==> src/rtl/ccr_pkg.sv <==
// ccr_pkg: addresses, field positions, reset values and conversion constants
// of the charger configuration register bank.
// assumes a single 10 MHz clock domain and 8-bit register data.
package ccr_pkg;

   ////////////////////////////////////////////////////////////////////////////
   // register addresses
   localparam logic [7:0] CCR_ADDR_CURR = 8'h03;
   localparam logic [7:0] CCR_ADDR_VOLT = 8'h04;
   localparam logic [7:0] CCR_ADDR_CTL1 = 8'h05;
   localparam logic [7:0] CCR_ADDR_CTL2 = 8'h06;

   ////////////////////////////////////////////////////////////////////////////
   // reset values
   localparam logic [7:0] CCR_RST_CURR = 8'h12;
   localparam logic [7:0] CCR_RST_VOLT = 8'h40;
   localparam logic [7:0] CCR_RST_CTL1 = 8'h9E;
   localparam logic [7:0] CCR_RST_CTL2 = 8'hE6;

   ////////////////////////////////////////////////////////////////////////////
   // field positions
   localparam int CCR_PRE_MSB = 7;
   localparam int CCR_PRE_LSB = 4;
   localparam int CCR_TERM_MSB = 3;
   localparam int CCR_TERM_LSB = 0;
   localparam int CCR_VCODE_MSB = 7;
   localparam int CCR_VCODE_LSB = 3;
   localparam int CCR_TOPUP_MSB = 2;
   localparam int CCR_TOPUP_LSB = 1;
   localparam int CCR_RECHG_BIT = 0;
   localparam int CCR_TERMEN_BIT = 7;
   localparam int CCR_WDOG_MSB = 5;
   localparam int CCR_WDOG_LSB = 4;
   localparam int CCR_TMREN_BIT = 3;
   localparam int CCR_FCT_BIT = 2;
   localparam int CCR_THERM_BIT = 1;
   localparam int CCR_WARM_BIT = 0;
   localparam int CCR_OVSEL_MSB = 7;
   localparam int CCR_OVSEL_LSB = 6;
   localparam int CCR_VIN_MSB = 3;
   localparam int CCR_VIN_LSB = 0;

   ////////////////////////////////////////////////////////////////////////////
   // current and voltage conversion
   localparam logic [3:0] CCR_CUR_CLAMP = 4'hC;
   localparam logic [9:0] CCR_CUR_BASE_MA = 10'h014;
   localparam logic [9:0] CCR_CUR_STEP_MA = 10'h014;
   localparam logic [12:0] CCR_VIN_BASE_MV = 13'h0F3C;
   localparam logic [12:0] CCR_VIN_STEP_MV = 13'h0064;

   // codes beyond the top step act as the top step
   function automatic logic [3:0] ccr_clamp(input logic [3:0] code);
      ccr_clamp = (code > CCR_CUR_CLAMP) ? CCR_CUR_CLAMP : code;
   endfunction

   function automatic logic [9:0] ccr_cur_ma(input logic [3:0] code);
      ccr_cur_ma = 10'(CCR_CUR_BASE_MA + CCR_CUR_STEP_MA * {6'h00, ccr_clamp(code)});
   endfunction

endpackage

==> src/rtl/ccr_decode.sv <==
// ccr_decode: turns stored current and input-voltage codes into the values
// the analog side acts on.
// assumes codes come straight from the register flops of the same clock.
`timescale 1ns/1ns
module ccr_decode
   import ccr_pkg::*;
(
   input wire logic clk_i,
   input wire logic sys_rst_i,
   input wire logic [3:0] pre_code_i,
   input wire logic [3:0] term_code_i,
   input wire logic [3:0] vin_code_i,
   output logic [3:0] pre_eff_o,
   output logic [3:0] term_eff_o,
   output logic [9:0] pre_ma_o,
   output logic [9:0] term_ma_o,
   output logic [12:0] vin_mv_o
);

   logic [3:0] pre_eff_nxt;
   logic [3:0] term_eff_nxt;
   logic [9:0] pre_ma_nxt;
   logic [9:0] term_ma_nxt;
   logic [12:0] vin_mv_nxt;

   always_comb begin
      pre_eff_nxt = ccr_clamp(pre_code_i);
      term_eff_nxt = ccr_clamp(term_code_i);
      pre_ma_nxt = ccr_cur_ma(pre_code_i);
      term_ma_nxt = ccr_cur_ma(term_code_i);
      vin_mv_nxt = 13'(CCR_VIN_BASE_MV + CCR_VIN_STEP_MV * {9'h000, vin_code_i});
   end

   always_ff @(posedge clk_i) begin
      if (sys_rst_i) begin
         pre_eff_o <= CCR_RST_CURR[CCR_PRE_MSB:CCR_PRE_LSB];
         term_eff_o <= CCR_RST_CURR[CCR_TERM_MSB:CCR_TERM_LSB];
         pre_ma_o <= ccr_cur_ma(CCR_RST_CURR[CCR_PRE_MSB:CCR_PRE_LSB]);
         term_ma_o <= ccr_cur_ma(CCR_RST_CURR[CCR_TERM_MSB:CCR_TERM_LSB]);
         vin_mv_o <= 13'(CCR_VIN_BASE_MV + CCR_VIN_STEP_MV
            * {9'h000, CCR_RST_CTL2[CCR_VIN_MSB:CCR_VIN_LSB]});
      end else begin
         pre_eff_o <= pre_eff_nxt;
         term_eff_o <= term_eff_nxt;
         pre_ma_o <= pre_ma_nxt;
         term_ma_o <= term_ma_nxt;
         vin_mv_o <= vin_mv_nxt;
      end
   end

endmodule

==> src/rtl/ccr_regs.sv <==
// ccr_regs: four 8-bit charger configuration registers behind the byte-level
// register port of the serial host interface, with field outputs.
// assumes the serial front end delivers one-cycle write and read strobes.
//
// Contract
// - precharge code bits 7:4, 20 mA offset, 20 mA step, default 40 mA.
// - precharge codes above 1100 act as 260 mA.
// - termination code bits 3:0, 20 mA offset and step, default 60 mA.
// - termination codes above 1100 are clamped to 260 mA.
// - charge voltage code bits 7:3 of voltage register, default 01000.
// - top-off timer bits 2:1, default disabled.
// - recharge threshold bit 0, default 120 mV.
// - termination enable bit 7 of control one, default set.
// - safety timer enable bit 3, default enabled.
// - fast charge timer select bit 2, default 10 hours.
// - warm zone voltage select bit 0, default 4.1 V limit.
// - overvoltage select bits 7:6 of control two, restored only by register or system reset.
// - input voltage limit bits 3:0, default 0110, ignores watchdog expiry.
`timescale 1ns/1ns
module ccr_regs
   import ccr_pkg::*;
(
   input wire logic clk_i,
   input wire logic sys_rst_i,
   input wire logic [7:0] reg_addr_i,
   input wire logic [7:0] reg_wdata_i,
   input wire logic reg_wr_i,
   input wire logic reg_rd_i,
   input wire logic reg_rst_i,
   input wire logic wdog_expire_i,
   output logic [7:0] reg_rdata_o,
   output logic reg_rvalid_o,
   output logic [3:0] precharge_current_code_o,
   output logic [3:0] termination_current_code_o,
   output logic [9:0] precharge_ma_o,
   output logic [9:0] termination_ma_o,
   output logic [4:0] charge_voltage_code_o,
   output logic [1:0] topup_duration_o,
   output logic recharge_threshold_sel_o,
   output logic term_en_o,
   output logic [1:0] wdog_period_o,
   output logic safety_timer_en_o,
   output logic fast_charge_timer_sel_o,
   output logic thermal_limit_sel_o,
   output logic warm_zone_voltage_sel_o,
   output logic [1:0] input_overvoltage_sel_o,
   output logic [3:0] input_voltage_limit_code_o,
   output logic [12:0] input_voltage_limit_mv_o
);

   ////////////////////////////////////////////////////////////////////////////
   // register state

   logic [7:0] curr_r;
   logic [7:0] curr_nxt;
   logic [7:0] volt_r;
   logic [7:0] volt_nxt;
   logic [7:0] ctl1_r;
   logic [7:0] ctl1_nxt;
   logic [7:0] ctl2_r;
   logic [7:0] ctl2_nxt;
   logic [7:0] rdata_r;
   logic [7:0] rdata_nxt;
   logic rvalid_r;
   logic rvalid_nxt;

   // unmapped addresses read as zero
   function automatic logic [7:0] rd_mux(input logic [7:0] addr, input logic [7:0] c,
                                         input logic [7:0] v, input logic [7:0] k1,
                                         input logic [7:0] k2);
      if (addr == CCR_ADDR_CURR) begin
         rd_mux = c;
      end else if (addr == CCR_ADDR_VOLT) begin
         rd_mux = v;
      end else if (addr == CCR_ADDR_CTL1) begin
         rd_mux = k1;
      end else if (addr == CCR_ADDR_CTL2) begin
         rd_mux = k2;
      end else begin
         rd_mux = 8'h00;
      end
   endfunction

   always_comb begin
      curr_nxt = curr_r;
      volt_nxt = volt_r;
      ctl1_nxt = ctl1_r;
      ctl2_nxt = ctl2_r;
      rvalid_nxt = reg_rd_i;
      rdata_nxt = reg_rd_i ? rd_mux(reg_addr_i, curr_r, volt_r, ctl1_r, ctl2_r) : rdata_r;
      // reserved bits are stored as written; keeping them at reset value is
      // the host's duty
      // reserved bits stored
      if (reg_wr_i) begin
         if (reg_addr_i == CCR_ADDR_CURR) begin
            curr_nxt = reg_wdata_i;
         end else if (reg_addr_i == CCR_ADDR_VOLT) begin
            volt_nxt = reg_wdata_i;
         end else if (reg_addr_i == CCR_ADDR_CTL1) begin
            ctl1_nxt = reg_wdata_i;
         end else if (reg_addr_i == CCR_ADDR_CTL2) begin
            ctl2_nxt = reg_wdata_i;
         end
      end
      // watchdog restore beats a same-cycle write so a stale host cannot
      // keep its settings alive
      // watchdog restore
      if (wdog_expire_i) begin
         curr_nxt = CCR_RST_CURR;
         volt_nxt = CCR_RST_VOLT;
         ctl1_nxt = CCR_RST_CTL1;
      end
      if (reg_rst_i) begin
         curr_nxt = CCR_RST_CURR;
         volt_nxt = CCR_RST_VOLT;
         ctl1_nxt = CCR_RST_CTL1;
         ctl2_nxt = CCR_RST_CTL2;
      end
   end

   always_ff @(posedge clk_i) begin
      if (sys_rst_i) begin
         curr_r <= CCR_RST_CURR;
         volt_r <= CCR_RST_VOLT;
         ctl1_r <= CCR_RST_CTL1;
         ctl2_r <= CCR_RST_CTL2;
         rdata_r <= 8'h00;
         rvalid_r <= 1'b0;
      end else begin
         curr_r <= curr_nxt;
         volt_r <= volt_nxt;
         ctl1_r <= ctl1_nxt;
         ctl2_r <= ctl2_nxt;
         rdata_r <= rdata_nxt;
         rvalid_r <= rvalid_nxt;
      end
   end

   ////////////////////////////////////////////////////////////////////////////
   // field outputs

   assign reg_rdata_o = rdata_r;
   assign reg_rvalid_o = rvalid_r;
   assign charge_voltage_code_o = volt_r[CCR_VCODE_MSB:CCR_VCODE_LSB];
   assign topup_duration_o = volt_r[CCR_TOPUP_MSB:CCR_TOPUP_LSB];
   assign recharge_threshold_sel_o = volt_r[CCR_RECHG_BIT];
   assign term_en_o = ctl1_r[CCR_TERMEN_BIT];
   assign wdog_period_o = ctl1_r[CCR_WDOG_MSB:CCR_WDOG_LSB];
   assign safety_timer_en_o = ctl1_r[CCR_TMREN_BIT];
   assign fast_charge_timer_sel_o = ctl1_r[CCR_FCT_BIT];
   assign thermal_limit_sel_o = ctl1_r[CCR_THERM_BIT];
   assign warm_zone_voltage_sel_o = ctl1_r[CCR_WARM_BIT];
   assign input_overvoltage_sel_o = ctl2_r[CCR_OVSEL_MSB:CCR_OVSEL_LSB];
   assign input_voltage_limit_code_o = ctl2_r[CCR_VIN_MSB:CCR_VIN_LSB];

   // decoded values are one cycle behind the stored codes
   ccr_decode u_decode (
      .clk_i(clk_i),
      .sys_rst_i(sys_rst_i),
      .pre_code_i(curr_r[CCR_PRE_MSB:CCR_PRE_LSB]),
      .term_code_i(curr_r[CCR_TERM_MSB:CCR_TERM_LSB]),
      .vin_code_i(ctl2_r[CCR_VIN_MSB:CCR_VIN_LSB]),
      .pre_eff_o(precharge_current_code_o),
      .term_eff_o(termination_current_code_o),
      .pre_ma_o(precharge_ma_o),
      .term_ma_o(termination_ma_o),
      .vin_mv_o(input_voltage_limit_mv_o)
   );

   ////////////////////////////////////////////////////////////////////////////
   // assertions

   logic quiet;
   assign quiet = !reg_rst_i && !wdog_expire_i;
endmodule

==> config.mk <==
export PLATFORM = sky130hd
export DESIGN_NAME = ccr_regs
export DESIGN_NICKNAME = d
export VERILOG_FILES = /design/src/rtl/ccr_pkg.sv /design/src/rtl/ccr_decode.sv /design/src/rtl/ccr_regs.sv
export SDC_FILE = /design/constraint.sdc
export NUM_CORES = 1
export LEC_CHECK = 0
export ABC_AREA = 1
export BUFFER_PORTS_ARGS = -buffer_cell sky130_fd_sc_hd__buf_4
export CORE_ASPECT_RATIO = 0.5
export CORE_MARGIN = 10
export CORE_UTILIZATION = 34
export CTS_CLUSTER_SIZE = 28
export DETAILED_ROUTE_END_ITERATION = 12
export HOLD_SLACK_MARGIN = 0.1
export PLACE_DENSITY = 0.66
export SLEW_MARGIN = 20
export SYNTH_ARGS = -nofsm -noshare
export SYNTH_HDL_FRONTEND = slang
export SYNTH_HIERARCHICAL = 1
export SYNTH_SLANG_ARGS = --single-unit
export TNS_END_PERCENT = 20
==> constraint.sdc <==
create_clock -name clk_i -period 4.2 [get_ports clk_i]
set_clock_uncertainty 0.05 [all_clocks]
set_input_delay 0.42 -clock clk_i [delete_from_list [all_inputs] [get_ports clk_i]]
set_output_delay 0.42 -clock clk_i [all_outputs]
set_load 0.02 [all_outputs]
## After elaboration in Yosys (flattened, before gate mapping)

Index checks and enable logic that the tools add are counted.

- Bits of input ports: 22
- RAM bits: 0
- Bits in registers: 82
- Logic and storage cells: 38
- Bits in latches: 0
- Memories: 0
- Output and inout bits: 71
- Memory bits (read-only): 0

- Reductions and logical operators: 6
- Mux-type cells: 6
- Bitwise operators: 3
- Add/subtract/negate cells: 3
- $lt $le $gt $ge: 2
- Shifts and indexed selects: 0
- Eq/ne operators: 4
- Multipliers: 3
- Divide/modulo/power cells: 0

Operator list:

| kind | count |
|---|---|
| 8-bit two-way mux | 4 |
| 8-bit by 3-bit == test with 1-bit output, second input constant | 3 |
| 5-bit by 9-bit adder with 10-bit output, first input constant | 2 |
| 3-bit by 4-bit multiplier with 7-bit output, first input constant | 2 |
| 12-bit by 11-bit adder with 13-bit output, first input constant | 1 |
| 5-bit by 4-bit multiplier with 9-bit output, first input constant | 1 |
| 8-bit by 2-bit == test with 1-bit output, second input constant | 1 |
| 4-bit > comparator, second input constant | 2 |
| 4-bit two-way mux | 2 |
| 5-bit AND reduction | 1 |
| 4-bit AND reduction | 1 |
| 1-bit inverter | 3 |
| 3-bit AND reduction | 1 |
| 3-bit OR reduction | 1 |
| 2-bit AND reduction | 1 |
| 2-bit OR reduction | 1 |

## Longest topological paths before layout

Gate-level depths: netlist (run 1).

- Depth in word-level cells: 5
- Mapped depth: 13
- Mapped depth without buffers: 13

## Hierarchy

Netlist (run 1), hierarchy kept.

By module, submodules not included:

| module | sequential area each (µm²) | instances | cells each | area an instance (µm²) |
|---|---|---|---|---|
| ccr_regs | 820.8 | 1 | 247 | 1,995.7 |
| ccr_decode | 700.7 | 1 | 217 | 1,729.2 |

## Worst setup path after synthesis (run 1)

Ideal clock, no wire load.

- Path type: reg2reg
- Start: register ctl2_r[1]
- End: register u_decode.vin_mv_o[10]
- Setup time: 113 ps
- Cell stages (with the launch flop): 12
- Buffers on the path: 0
- Required time: 4,037 ps
- Setup slack: 2,118 ps
- Arrival: 1,919 ps
- Clock period less this slack: 2,082 ps
- Path through: dfxtp_1 inv_1 ha_1 ha_1 fa_1 nand2_1 inv_1 nand2_1 nand2_2 nor2_2 nor2_1 nor2_1

- Word-level cells in the longest chain between the ends: 2

Ends and longest elaborated chain:

| item | line | source |
|---|---|---|
| from (decl) | ccr_regs.sv:60 | `logic [7:0] ctl2_r;` |
| from (signal assigned) | ccr_regs.sv:133 | `ctl2_r <= ctl2_nxt;` |
| 5-bit by 4-bit multiplier with 9-bit output | ccr_decode.sv:31 | `vin_mv_nxt = 13'(CCR_VIN_BASE_MV + CCR_VIN_STEP_MV * {9'h000, vin_code_i});` |
| 12-bit by 11-bit adder with 13-bit output | ccr_decode.sv:31 |  |
| to (signal assigned) | ccr_decode.sv:40 | `vin_mv_o <= 13'(CCR_VIN_BASE_MV + CCR_VIN_STEP_MV` |
| to (signal assigned) | ccr_decode.sv:47 | `vin_mv_o <= vin_mv_nxt;` |
| to (decl) | ccr_decode.sv:17 | `output logic [12:0] vin_mv_o` |

Every way passes these cells.
A chain may end at the register's enable or synchronous reset.

## Final worst setup path (run 1)

- Start: register curr_r[6]
- End: register u_decode.pre_ma_o[7]

- Word-level cells in the longest chain between the ends: 4

Ends and longest elaborated chain:

| item | line | source |
|---|---|---|
| from (decl) | ccr_regs.sv:54 | `logic [7:0] curr_r;` |
| from (signal assigned) | ccr_regs.sv:130 | `curr_r <= curr_nxt;` |
| 4-bit > comparator | -- |  |
| 4-bit two-way mux | -- |  |
| named net u_decode.pre_eff_nxt[1] | ccr_decode.sv:20 | `logic [3:0] pre_eff_nxt;` |
| 3-bit by 4-bit multiplier with 7-bit output | ccr_pkg.sv:57 | `ccr_cur_ma = 10'(CCR_CUR_BASE_MA + CCR_CUR_STEP_MA * {6'h00, ccr_clamp(code)});` |
| 5-bit by 9-bit adder with 10-bit output | ccr_pkg.sv:57 |  |
| to (signal assigned) | ccr_decode.sv:38 | `pre_ma_o <= ccr_cur_ma(CCR_RST_CURR[CCR_PRE_MSB:CCR_PRE_LSB]);` |
| to (signal assigned) | ccr_decode.sv:45 | `pre_ma_o <= pre_ma_nxt;` |
| to (decl) | ccr_decode.sv:15 | `output logic [9:0] pre_ma_o,` |

The timed path passes the listed nets, and every way through them passes these cells.

==> reports/summary.txt, run 1 <==
layout cells sized above 1 = 0.279
wirelength, routed = 10.1 mm
Tcrit/Tclk final = 0.561
Flop pwr share = 0.454
share of the synthesized area in the top cell type = 0.408
crit path DAT = 2.59 ns
cts bufs inserted = 9
hold-fix buffers at CTS = 0
Final Wtd Congestion = 0.840
Setup Buffers After CTS = 0
vias in the first global route = 3065
CTS tree = done
fmax = 424 MHz
RSZ-0062 raised after global routing = no
reg2reg end = u_decode/pre_ma_o[7]
Antenna Cells = 0
Placed Cells = 668
critical path required time = 4.43 ns
Clock Latency Late Sink = 0.34 ns
Worst setup EP type = flop
Max Used Layer = met4
Num Clock Sinks = 76
Iter 0 DRT Violations = 199
Seq cells post-synth = 76
IO Port Bufs = 86
Max-Cap Viols = 0
largest net degree at the start of global routing = 38
Hold Path Sink = ctl2_r[2]
reg2reg setup slack = 1.84 ns
register area share after synthesis = 0.408
initial antenna violation count = 0
drt first pass iters = 5
post-route setup TNS = 0 ns
Net Sw Power = 0.365 mW
most common cell in the netlist = nand2_1
yosys warns = 6
switching share of power = 0.229
DRC viols = 0
clk slew on worst S/H paths = 0.06 ns
worst hold path class = primary input to flop
CP max FO = 6
H-tree depth = 3
Hold Fails Final Rpt = 0
IO Pins = 93
GRT Util Overall = 0.123
combinational power share = 0.047
worst r2r src = curr_r[6]
Post-Route M1 WL = 4.66 mm
wire length per cell = 14.7 µm
nets = 583
Top FF cell, synth = dfxtp_1
number of cells in the finished layout apart from fillers = 684
final setup fails = 0
first-pass GRT wire length = 15.8 mm
core area = 10400 µm²
Int Pwr = 1.23 mW
Pins Over Slew Limit = 0
Async S/R FF share, synth = 0
crit path launch type = flop
CTS root buf = clkbuf_16
met2 WL post-DR = 4.74 mm
Synth Cell Area = 3720 µm²
post-synth cell types = 36
critical path type = flop to flop
Via Count = 3246
P_leak = 2.22 nW
Tightest Pin Transition = 0.511 ns
largest cells by area after synthesis = dfxtp_1, nand2_1, ha_1
area delta synth->final = 25.8%
initial core utilization = 0.357
Synth top cells by count = nand2_1, dfxtp_1, inv_1
average instance area after synthesis = 8.03 µm²
Die ar. = 15800 µm²
Yosys top cell by area = dfxtp_1
Clock Path Buffers = 2
Final HPWL DP = 7.69 mm
outcome = finished clean
Final ANT Viol Nets = 0
Congestion Overflow GR = 0
Post-CTS Resized = 0
die width = 168 µm
Met3 Wirelength = 518 µm
number of synthesized flops with an enable pin = 0
min-delay src = reg_rst_i
Gate Count Post-Synth = 464
vias per cell = 4.75
row cnt = 26
slew margin rel. = 0.660
Clock Power Share = 0.499
Worst R2R Path Depth = 13
Worst Hold Depth = 3
Max IR drop VDD = 0.174 mV
Final min period = 2.36 ns
Die Y = 94.0 µm
PD cells = 339 nW/µm²
==> logic make-up after synthesis <==
group | count (synthesis) | share of synthesized area
adders and majority gates | 22 | 0.0799
other | 1 | 0.00101
xor gates and xnor gates | 4 | 0.00941
and+or+nand+nor | 206 | 0.283
buffers and inverters | 85 | 0.109
AOI/OAI and AO/OA | 70 | 0.110
DFF | 76 | 0.408
==> routing by layer <==
layer,vias to the layer above,track usage
met5,-,0
met4,0,0.0403
met3,10,0.0388
met2,88,0.202
met1,1503,0.151
li1,1645,-
==> power groups by stage <==
stage | Sequential, mW | Combinational [mW] | Clock, mW
after detailed placement | 0.738 | 0.0739 | 0
after CTS | 0.722 | 0.0739 | 0.812
final | 0.722 | 0.0743 | 0.794
after global routing | 0.722 | 0.0807 | 0.836
after global placement | 0.738 | 0.0732 | 0
after floorplan | 0.739 | 0.0474 | 0
==> metrics by stage <==
step / util / hold WS [ns] / power, mW / setup slack (ns) / instance area (µm²)
2_1_floorplan: - / 0.395 / 0.787 / 2.12 / 3740
3_3_place_gp: 0.419 / 0.407 / 0.812 / 1.93 / 4380
3_5_place_dp: 0.419 / 0.411 / 0.812 / 1.90 / 4380
4_1_cts: 0.449 / 0.276 / 1.61 / 1.88 / 4690
5_1_grt: 0.449 / 0.282 / 1.64 / 1.68 / 4690
6_report: 0.449 / 0.286 / 1.59 / 1.84 / 4690
==> state kept, by name, indices dropped and copies added (netlist names) <==
register             count
reg_rvalid_o             1
u_decode/term_ma_o       8
u_decode/pre_eff_o       4
u_decode/vin_mv_o       11
reg_rdata_o              8
curr_r                   8
u_decode/pre_ma_o        8
volt_r                   8
u_decode/term_eff_o      4
ctl2_r                   8
ctl1_r                   8
==> final cells by class <==
class,instances,area (µm²)
clock buffer,10,239
clock inverter,6,71.3
fill,1028,5760
inverter,58,218
multi-input combinational,308,1820
sequential,76,1520
tap,140,175
timing repair buffer,86,646
==> worst max-delay path, stage by stage (launching register included) <==
cell,delay (ns)
dfxtp_1,0.48
nand2_1,0.17
nand2_1,0.12
inv_1,0.06
nand2_1,0.11
o21ai_0,0.10
inv_1,0.07
ha_1,0.16
inv_1,0.05
fa_1,0.47
nand3b_1,0.23
nand2_1,0.09
nand2_1,0.05
nor2_1,0.09
==> cell usage in the layout (no fill, tap or decap), types with 2 or more instances in the layout <==
cell / n
a21oi_1: 38
buf_4: 86
clkbuf_16: 9
clkinv_1: 2
clkinvlp_4: 2
conb_1: 6
dfxtp_1: 76
fa_1: 3
ha_1: 19
inv_1: 47
inv_2: 9
inv_6: 2
nand2_1: 81
nand2_2: 12
nand2_4: 3
nand3_1: 45
nand3_2: 3
nand3b_1: 2
nand4_1: 10
nor2_1: 30
nor2_2: 5
nor2_4: 4
nor2_8: 3
nor3_1: 3
nor3_2: 2
o211ai_1: 8
o211ai_2: 4
o21ai_0: 17
or2_2: 2
xnor2_1: 2
xor2_1: 2
==> how the worst max path moves through the flow <==
| stage | cells past startpoint | startpoint | endpoint |
|---|---|---|---|
| floorplan | 11 | ctl2_r[1] | u_decode/vin_mv_o[10] |
| global placement | 13 | curr_r[6] | u_decode/pre_ma_o[7] |
| detailed placement | 13 | curr_r[6] | u_decode/pre_ma_o[7] |
| CTS | 13 | curr_r[6] | u_decode/pre_ma_o[7] |
| global route | 13 | curr_r[6] | u_decode/pre_ma_o[7] |
| finish | 13 | curr_r[6] | u_decode/pre_ma_o[7] |
No activity file was read; power rests on OpenSTA's default activity.
==> run 2, diff against run 1 <==
clock period = 2.35 ns   (was 4.2 ns; I/O delays follow)
==> run 2 against run 1 <==
Cell area rose by 1.3%. Core utilization up 0.58 points. Total power up 70%. Global-route usage is 0.35 points higher. Clock power up 61%. First-iteration DRC count is 7.5% higher. Register-to-register slack lost 1.6 ns. Via count fell by 0.74%. Non-clock buffer count rose by 11. Cell count up 1.5%. Worst setup slack worse by 1.6 ns. Combinational power grew 80%. Largest power group is now sequential cells.
==> reports/summary.txt, run 2 (same netlist as run 1, synthesis figures left out) <==
max reg flops = 11 (unchanged)
CP top delay family = simple AND/OR/NAND/NOR gates
CTS root buf = clkbuf_16
critical path required time = 2.57 ns (-1.86 ns)
IO Port Bufs = 86 (unchanged)
area post-placement = 4450 µm² (+1.7%)
final setup fails = 0 (unchanged)
layout cells sized above 1 = 0.294 (+0.0148)
Worst Hold Depth = 3 (unchanged)
largest net degree at the start of global routing = 23 (-39%)
H-tree depth = 3 (unchanged)
Congestion Overflow GR = 0 (unchanged)
initial antenna violation count = 0 (unchanged)
DRC viols = 0 (unchanged)
Final Cell Area = 4750 µm² (+1.3%)
Clock Path Buffers = 2 (unchanged)
Worst setup EP type = flop
Final HPWL DP = 7.66 mm (-0.39%)
Die Y = 94.0 µm (unchanged)
die width = 168 µm (unchanged)
nets = 594 (+1.9%)
P_leak = 2.26 nW (+2.0%)
critical path type = flop to flop
Antenna Cells = 0 (unchanged)
IO Pins = 93 (unchanged)
GRT Util Overall = 0.127 (+0.00352)
Final ANT Viol Nets = 0 (unchanged)
row cnt = 26 (unchanged)
Hold Fails Final Rpt = 0 (unchanged)
Crit. path cell count = 13 (unchanged)
RSZ-0062 raised after global routing = no
Num Clock Sinks = 76 (unchanged)
commonest non-fill, non-tap cells in the layout = buf_4, nand2_1, dfxtp_1, inv_1, nand3_1
Top reg by flops = u_decode/vin_mv_o
crit-path cells = nand2_2 -> inv_1 -> nor2_1 -> nand2_1 -> o21ai_0 -> inv_1 -> ha_1 -> inv_1 -> fa_1 -> nand3b_2 -> nand2_1 -> nand2_1 -> nor2_1
area delta synth->final = 27.4%
Worst R2R Path Depth = 13 (unchanged)
critical path's slowest cell = fa_1
CTS tree = done
clk slew on worst S/H paths = 0.06 ns (about the same)
Pins Over Slew Limit = 0 (unchanged)
crit path DAT = 2.36 ns (-0.23 ns)
core area = 10400 µm² (unchanged)
outcome = finished clean
Via Count = 3222 (-0.74%)
worst hold path class = primary input to flop
vias in the first global route = 3196 (+4.3%)
first-pass GRT wire length = 16.3 mm (+3.0%)
wire length per cell = 14.2 µm (-3.6%)
wirelength, routed = 9.84 mm (-2.2%)
post-route setup TNS = 0 ns (unchanged)
crit path buf inv count = 3 (unchanged)
Clock Latency Late Sink = 0.34 ns (about the same)
Final Wtd Congestion = 0.808 (-3.9%)
Max IR drop VDD = 0.285 mV (+64%)
cts bufs inserted = 9 (unchanged)
crit path launch type = flop
CP max FO = 7 (+1)
Die ar. = 15800 µm² (unchanged)
Tcrit/Tclk final = 0.913 (+0.352)
initial core utilization = 0.357 (unchanged)
vias per cell = 4.64 (-2.2%)
fmax = 466 MHz (+9.9%)
Max-Cap Viols = 0 (unchanged)
Iter 0 DRT Violations = 214 (+7.5%)
drt first pass iters = 4 (-1)
Worst path max stage delay = 0.41 ns (-0.07 ns)
Final min period = 2.15 ns (-0.213 ns)
commonest non-fill, non-tap cell in the layout = buf_4
PD cells = 570 nW/µm² (+68%)
[run 2: report_power, final]
group	switching [mW]	leakage [nW]	internal, mW
clock	0.514	0.135	0.768
sequential	0.000695	0.613	1.29
combinational	0.0909	1.51	0.0432
total	0.606	2.26	2.10
[run 2: worst register-to-register path: cells and delay by family (launching register included)]
kind	cells	cell delay, ns
adders and majority gates	2	0.62
DFF	1	0.36
buffers and inverters	3	0.19
AOI/OAI and AO/OA	1	0.09
and+or+nand+nor	7	0.78
[run 2: through the flow]
stage          setup WS [ns]   util  std cells  power, mW  hold slack [ns]
2_1_floorplan          0.268      -        469       1.41            0.302
3_5_place_dp          0.0964  0.426        678       1.45            0.406
5_1_grt               0.0101  0.455        694       2.81            0.107
4_1_cts               0.0757  0.454        694       2.74            0.103
3_3_place_gp           0.234  0.426        678       1.45            0.405
6_report               0.204  0.455        694       2.71            0.108
[run 2: timing repair]
item                                    4_1_cts  5_1_grt
endpoints found under the setup margin        0        3
hold buffers                                  1        0
hold endpoints to repair                      1        0
resized for setup                             0        3
buffers inserted                              0        0
[run 2: final cells by class]
cell class / instances / area [µm²]
multi-input combinational: 308 / 1820
inverter: 58 / 218
timing repair buffer: 97 / 731
fill: 1044 / 5700
tap: 140 / 175
clock inverter: 3 / 21.3
clock buffer: 12 / 256
sequential: 76 / 1520
[run 2: final timing paths]
| path | start | endpoint | slack (ns) |
|---|---|---|---|
| min | reg_rst_i | ctl2_r[5] | 0.11 |
| max reg2reg | curr_r[3] | u_decode/term_ma_o[7] | 0.20 |
| max | curr_r[3] | u_decode/term_ma_o[7] | 0.20 |
| min reg2reg | reg_rdata_o[0] | reg_rdata_o[0] | 0.41 |
[run 2: per-layer routing]
layer / vias up / part of all wire / GRT usage / wire length (µm)
met3: 8 / 0.057 / 0.0430 / 557
met4: 0 / 0.010 / 0.0432 / 99
met1: 1456 / 0.47 / 0.157 / 4630
met2: 87 / 0.46 / 0.202 / 4550
li1: 1671 / - / - / -
met5: - / 0 / 0 / 0
==> run 3, diff against run 2 <==
REMOVE_ABC_BUFFERS = 1   (was not set)
==> run 3 against run 2 <==
Combinational power hardly changed. Register-to-register slack better by 0.05 ns. Die area stayed put. Sequential power hardly changed. Fmax is 2.3% higher. Worst hold slack better by 0.018 ns. Worst setup slack better by 0.049 ns.
==> reports/summary.txt, run 3 (same netlist as run 1, synthesis figures left out) <==
P_leak = 2.27 nW (+0.15%)
area delta synth->final = 28.2%
Tightest Pin Transition = 0.522 ns
vias per cell = 4.65 (+0.17%)
GRT Util Overall = 0.123 (-0.00341)
PD cells = 583 nW/µm² (+2.2%)
critical path type = flop to flop
Final Wtd Congestion = 0.846 (+4.7%)
crit path launch type = flop
die width = 168 µm (unchanged)
critical path's slowest cell = fa_1
row cnt = 26 (unchanged)
fmax = 477 MHz (+2.3%)
Final min period = 2.10 ns (-0.0492 ns)
max reg flops = 11 (unchanged)
final setup fails = 0 (unchanged)
Worst path max stage delay = 0.42 ns (about the same)
Hold Fails Final Rpt = 0 (unchanged)
Die Y = 94.0 µm (unchanged)
worst r2r src = ctl2_r[1]
wire length per cell = 14.2 µm (+0.15%)
drt first pass iters = 5 (+1)
Worst setup EP type = flop
first-pass GRT wire length = 15.8 mm (-3.0%)
initial core utilization = 0.357 (unchanged)
Congestion Overflow GR = 0 (unchanged)
DRC viols = 0 (unchanged)
wirelength, routed = 9.87 mm (+0.29%)
min-delay src = reg_wdata_i[5]
clk slew on worst S/H paths = 0.06 ns (about the same)
Final HPWL DP = 7.51 mm (-1.9%)
crit-path cells = inv_1 -> ha_1 -> ha_1 -> fa_1 -> nand2_1 -> clkinv_1 -> nor2_2 -> inv_2 -> nand2_1 -> nand2_1 -> nand2_1 -> nor2_1
IO Port Bufs = 86 (unchanged)
slew margin rel. = 0.651
worst hold slack = 0.125 ns (+0.0177 ns)
Num Clock Sinks = 76 (unchanged)
initial antenna violation count = 0 (unchanged)
RSZ-0062 raised after global routing = no
vias in the first global route = 3072 (-3.9%)
cts bufs inserted = 9 (unchanged)
Setup Buffers After CTS = 0 (unchanged)
nets = 595 (+0.17%)
Die ar. = 15800 µm² (unchanged)
Pins Over Slew Limit = 0 (unchanged)
core area = 10400 µm² (unchanged)
filler cell count = 1035 (-0.86%)
Clock Latency Late Sink = 0.33 ns (about the same)
H-tree depth = 3 (unchanged)
CP max FO = 4 (-3)
Iter 0 DRT Violations = 222 (+3.7%)
Final ANT Viol Nets = 0 (unchanged)
post-route setup TNS = 0 ns (unchanged)
Max-Cap Viols = 0 (unchanged)
Antenna Cells = 0 (unchanged)
most numerous cell on the critical path = nand2_1
CTS root buf = clkbuf_16
Top reg by flops = u_decode/vin_mv_o
Via Count = 3232 (+0.31%)
Worst Setup SP = ctl2_r[1]
largest net degree at the start of global routing = 28 (+22%)
IO Pins = 93 (unchanged)
Max IR drop VDD = 0.237 mV (-17%)
Tcrit/Tclk final = 0.892 (-0.0209)
critical path required time = 2.53 ns (-0.04 ns)
Clock Path Buffers = 2 (unchanged)
worst hold path class = primary input to flop
outcome = finished clean
crit path DAT = 2.28 ns (-0.08 ns)
layout cells sized above 1 = 0.290 (-0.00413)
commonest non-fill, non-tap cell in the layout = buf_4
CTS tree = done
commonest non-fill, non-tap cells in the layout = buf_4, nand2_1, dfxtp_1, inv_1, nand3_1
==> run 3: path summary, 6_finish.rpt <==
path | endpoint | slack (ns) | cells past startpoint
worst max register to register | u_decode/vin_mv_o[9] | 0.25 | 12
worst min register to register | reg_rdata_o[2] | 0.41 | 2
worst min-delay path | curr_r[5] | 0.13 | 3
worst max-delay path | u_decode/vin_mv_o[9] | 0.25 | 12
==> run 3: cell type report <==
| type | instances | area (µm²) | share of cell area |
|---|---|---|---|
| clock buffers | 11 | 243 | 0.0508 |
| flip-flops and latches | 76 | 1520 | 0.319 |
| multi-input cells | 308 | 1830 | 0.382 |
| well taps | 140 | 175 | 0.0367 |
| clock inverters | 4 | 50.0 | 0.0105 |
| inverters | 58 | 218 | 0.0456 |
| repair buffers | 98 | 741 | 0.155 |
==> run 3: metrics by stage <==
| step | setup slack, ns | utilization | power [mW] | std cells | area (µm²) |
|---|---|---|---|---|---|
| after floorplan | 0.113 | - | 1.39 | 442 | 3560 |
| after global placement | 0.293 | 0.426 | 1.45 | 678 | 4450 |
| after detailed placement | 0.214 | 0.426 | 1.45 | 678 | 4450 |
| after CTS | 0.197 | 0.456 | 2.81 | 695 | 4760 |
| after global routing | 0.0229 | 0.457 | 2.88 | 695 | 4770 |
| final | 0.254 | 0.457 | 2.78 | 695 | 4770 |
==> run 3: layer usage <==
layer / global-route usage / share of wire
met1: 0.157 / 0.47
met4: 0.0411 / 0.0087
met2: 0.194 / 0.45
met3: 0.0388 / 0.072
met5: 0 / 0
==> run 3: repair_timing <==
| item | 4_1_cts | 5_1_grt |
|---|---|---|
| hold buffers | 2 | 0 |
| hold endpoints to repair | 3 | 0 |
| resized for setup | 0 | 2 |
| setup endpoints to repair | 0 | 2 |
==> run 3: power breakdown <==
part / switching [mW] / internal [mW] / leakage (nW)
Sequential: 0.000663 / 1.29 / 0.613
Clock: 0.515 / 0.843 / 0.138
Combinational: 0.0917 / 0.0432 / 1.52
Total: 0.607 / 2.18 / 2.27
==> run 3: worst max-delay path: cells and delay by family, from the launching register on <==
kind / cells / cell delay [ns]
buf+inv: 3 / 0.21
fa+ha+maj: 3 / 0.96
flops: 1 / 0.32
simple gates: 6 / 0.44
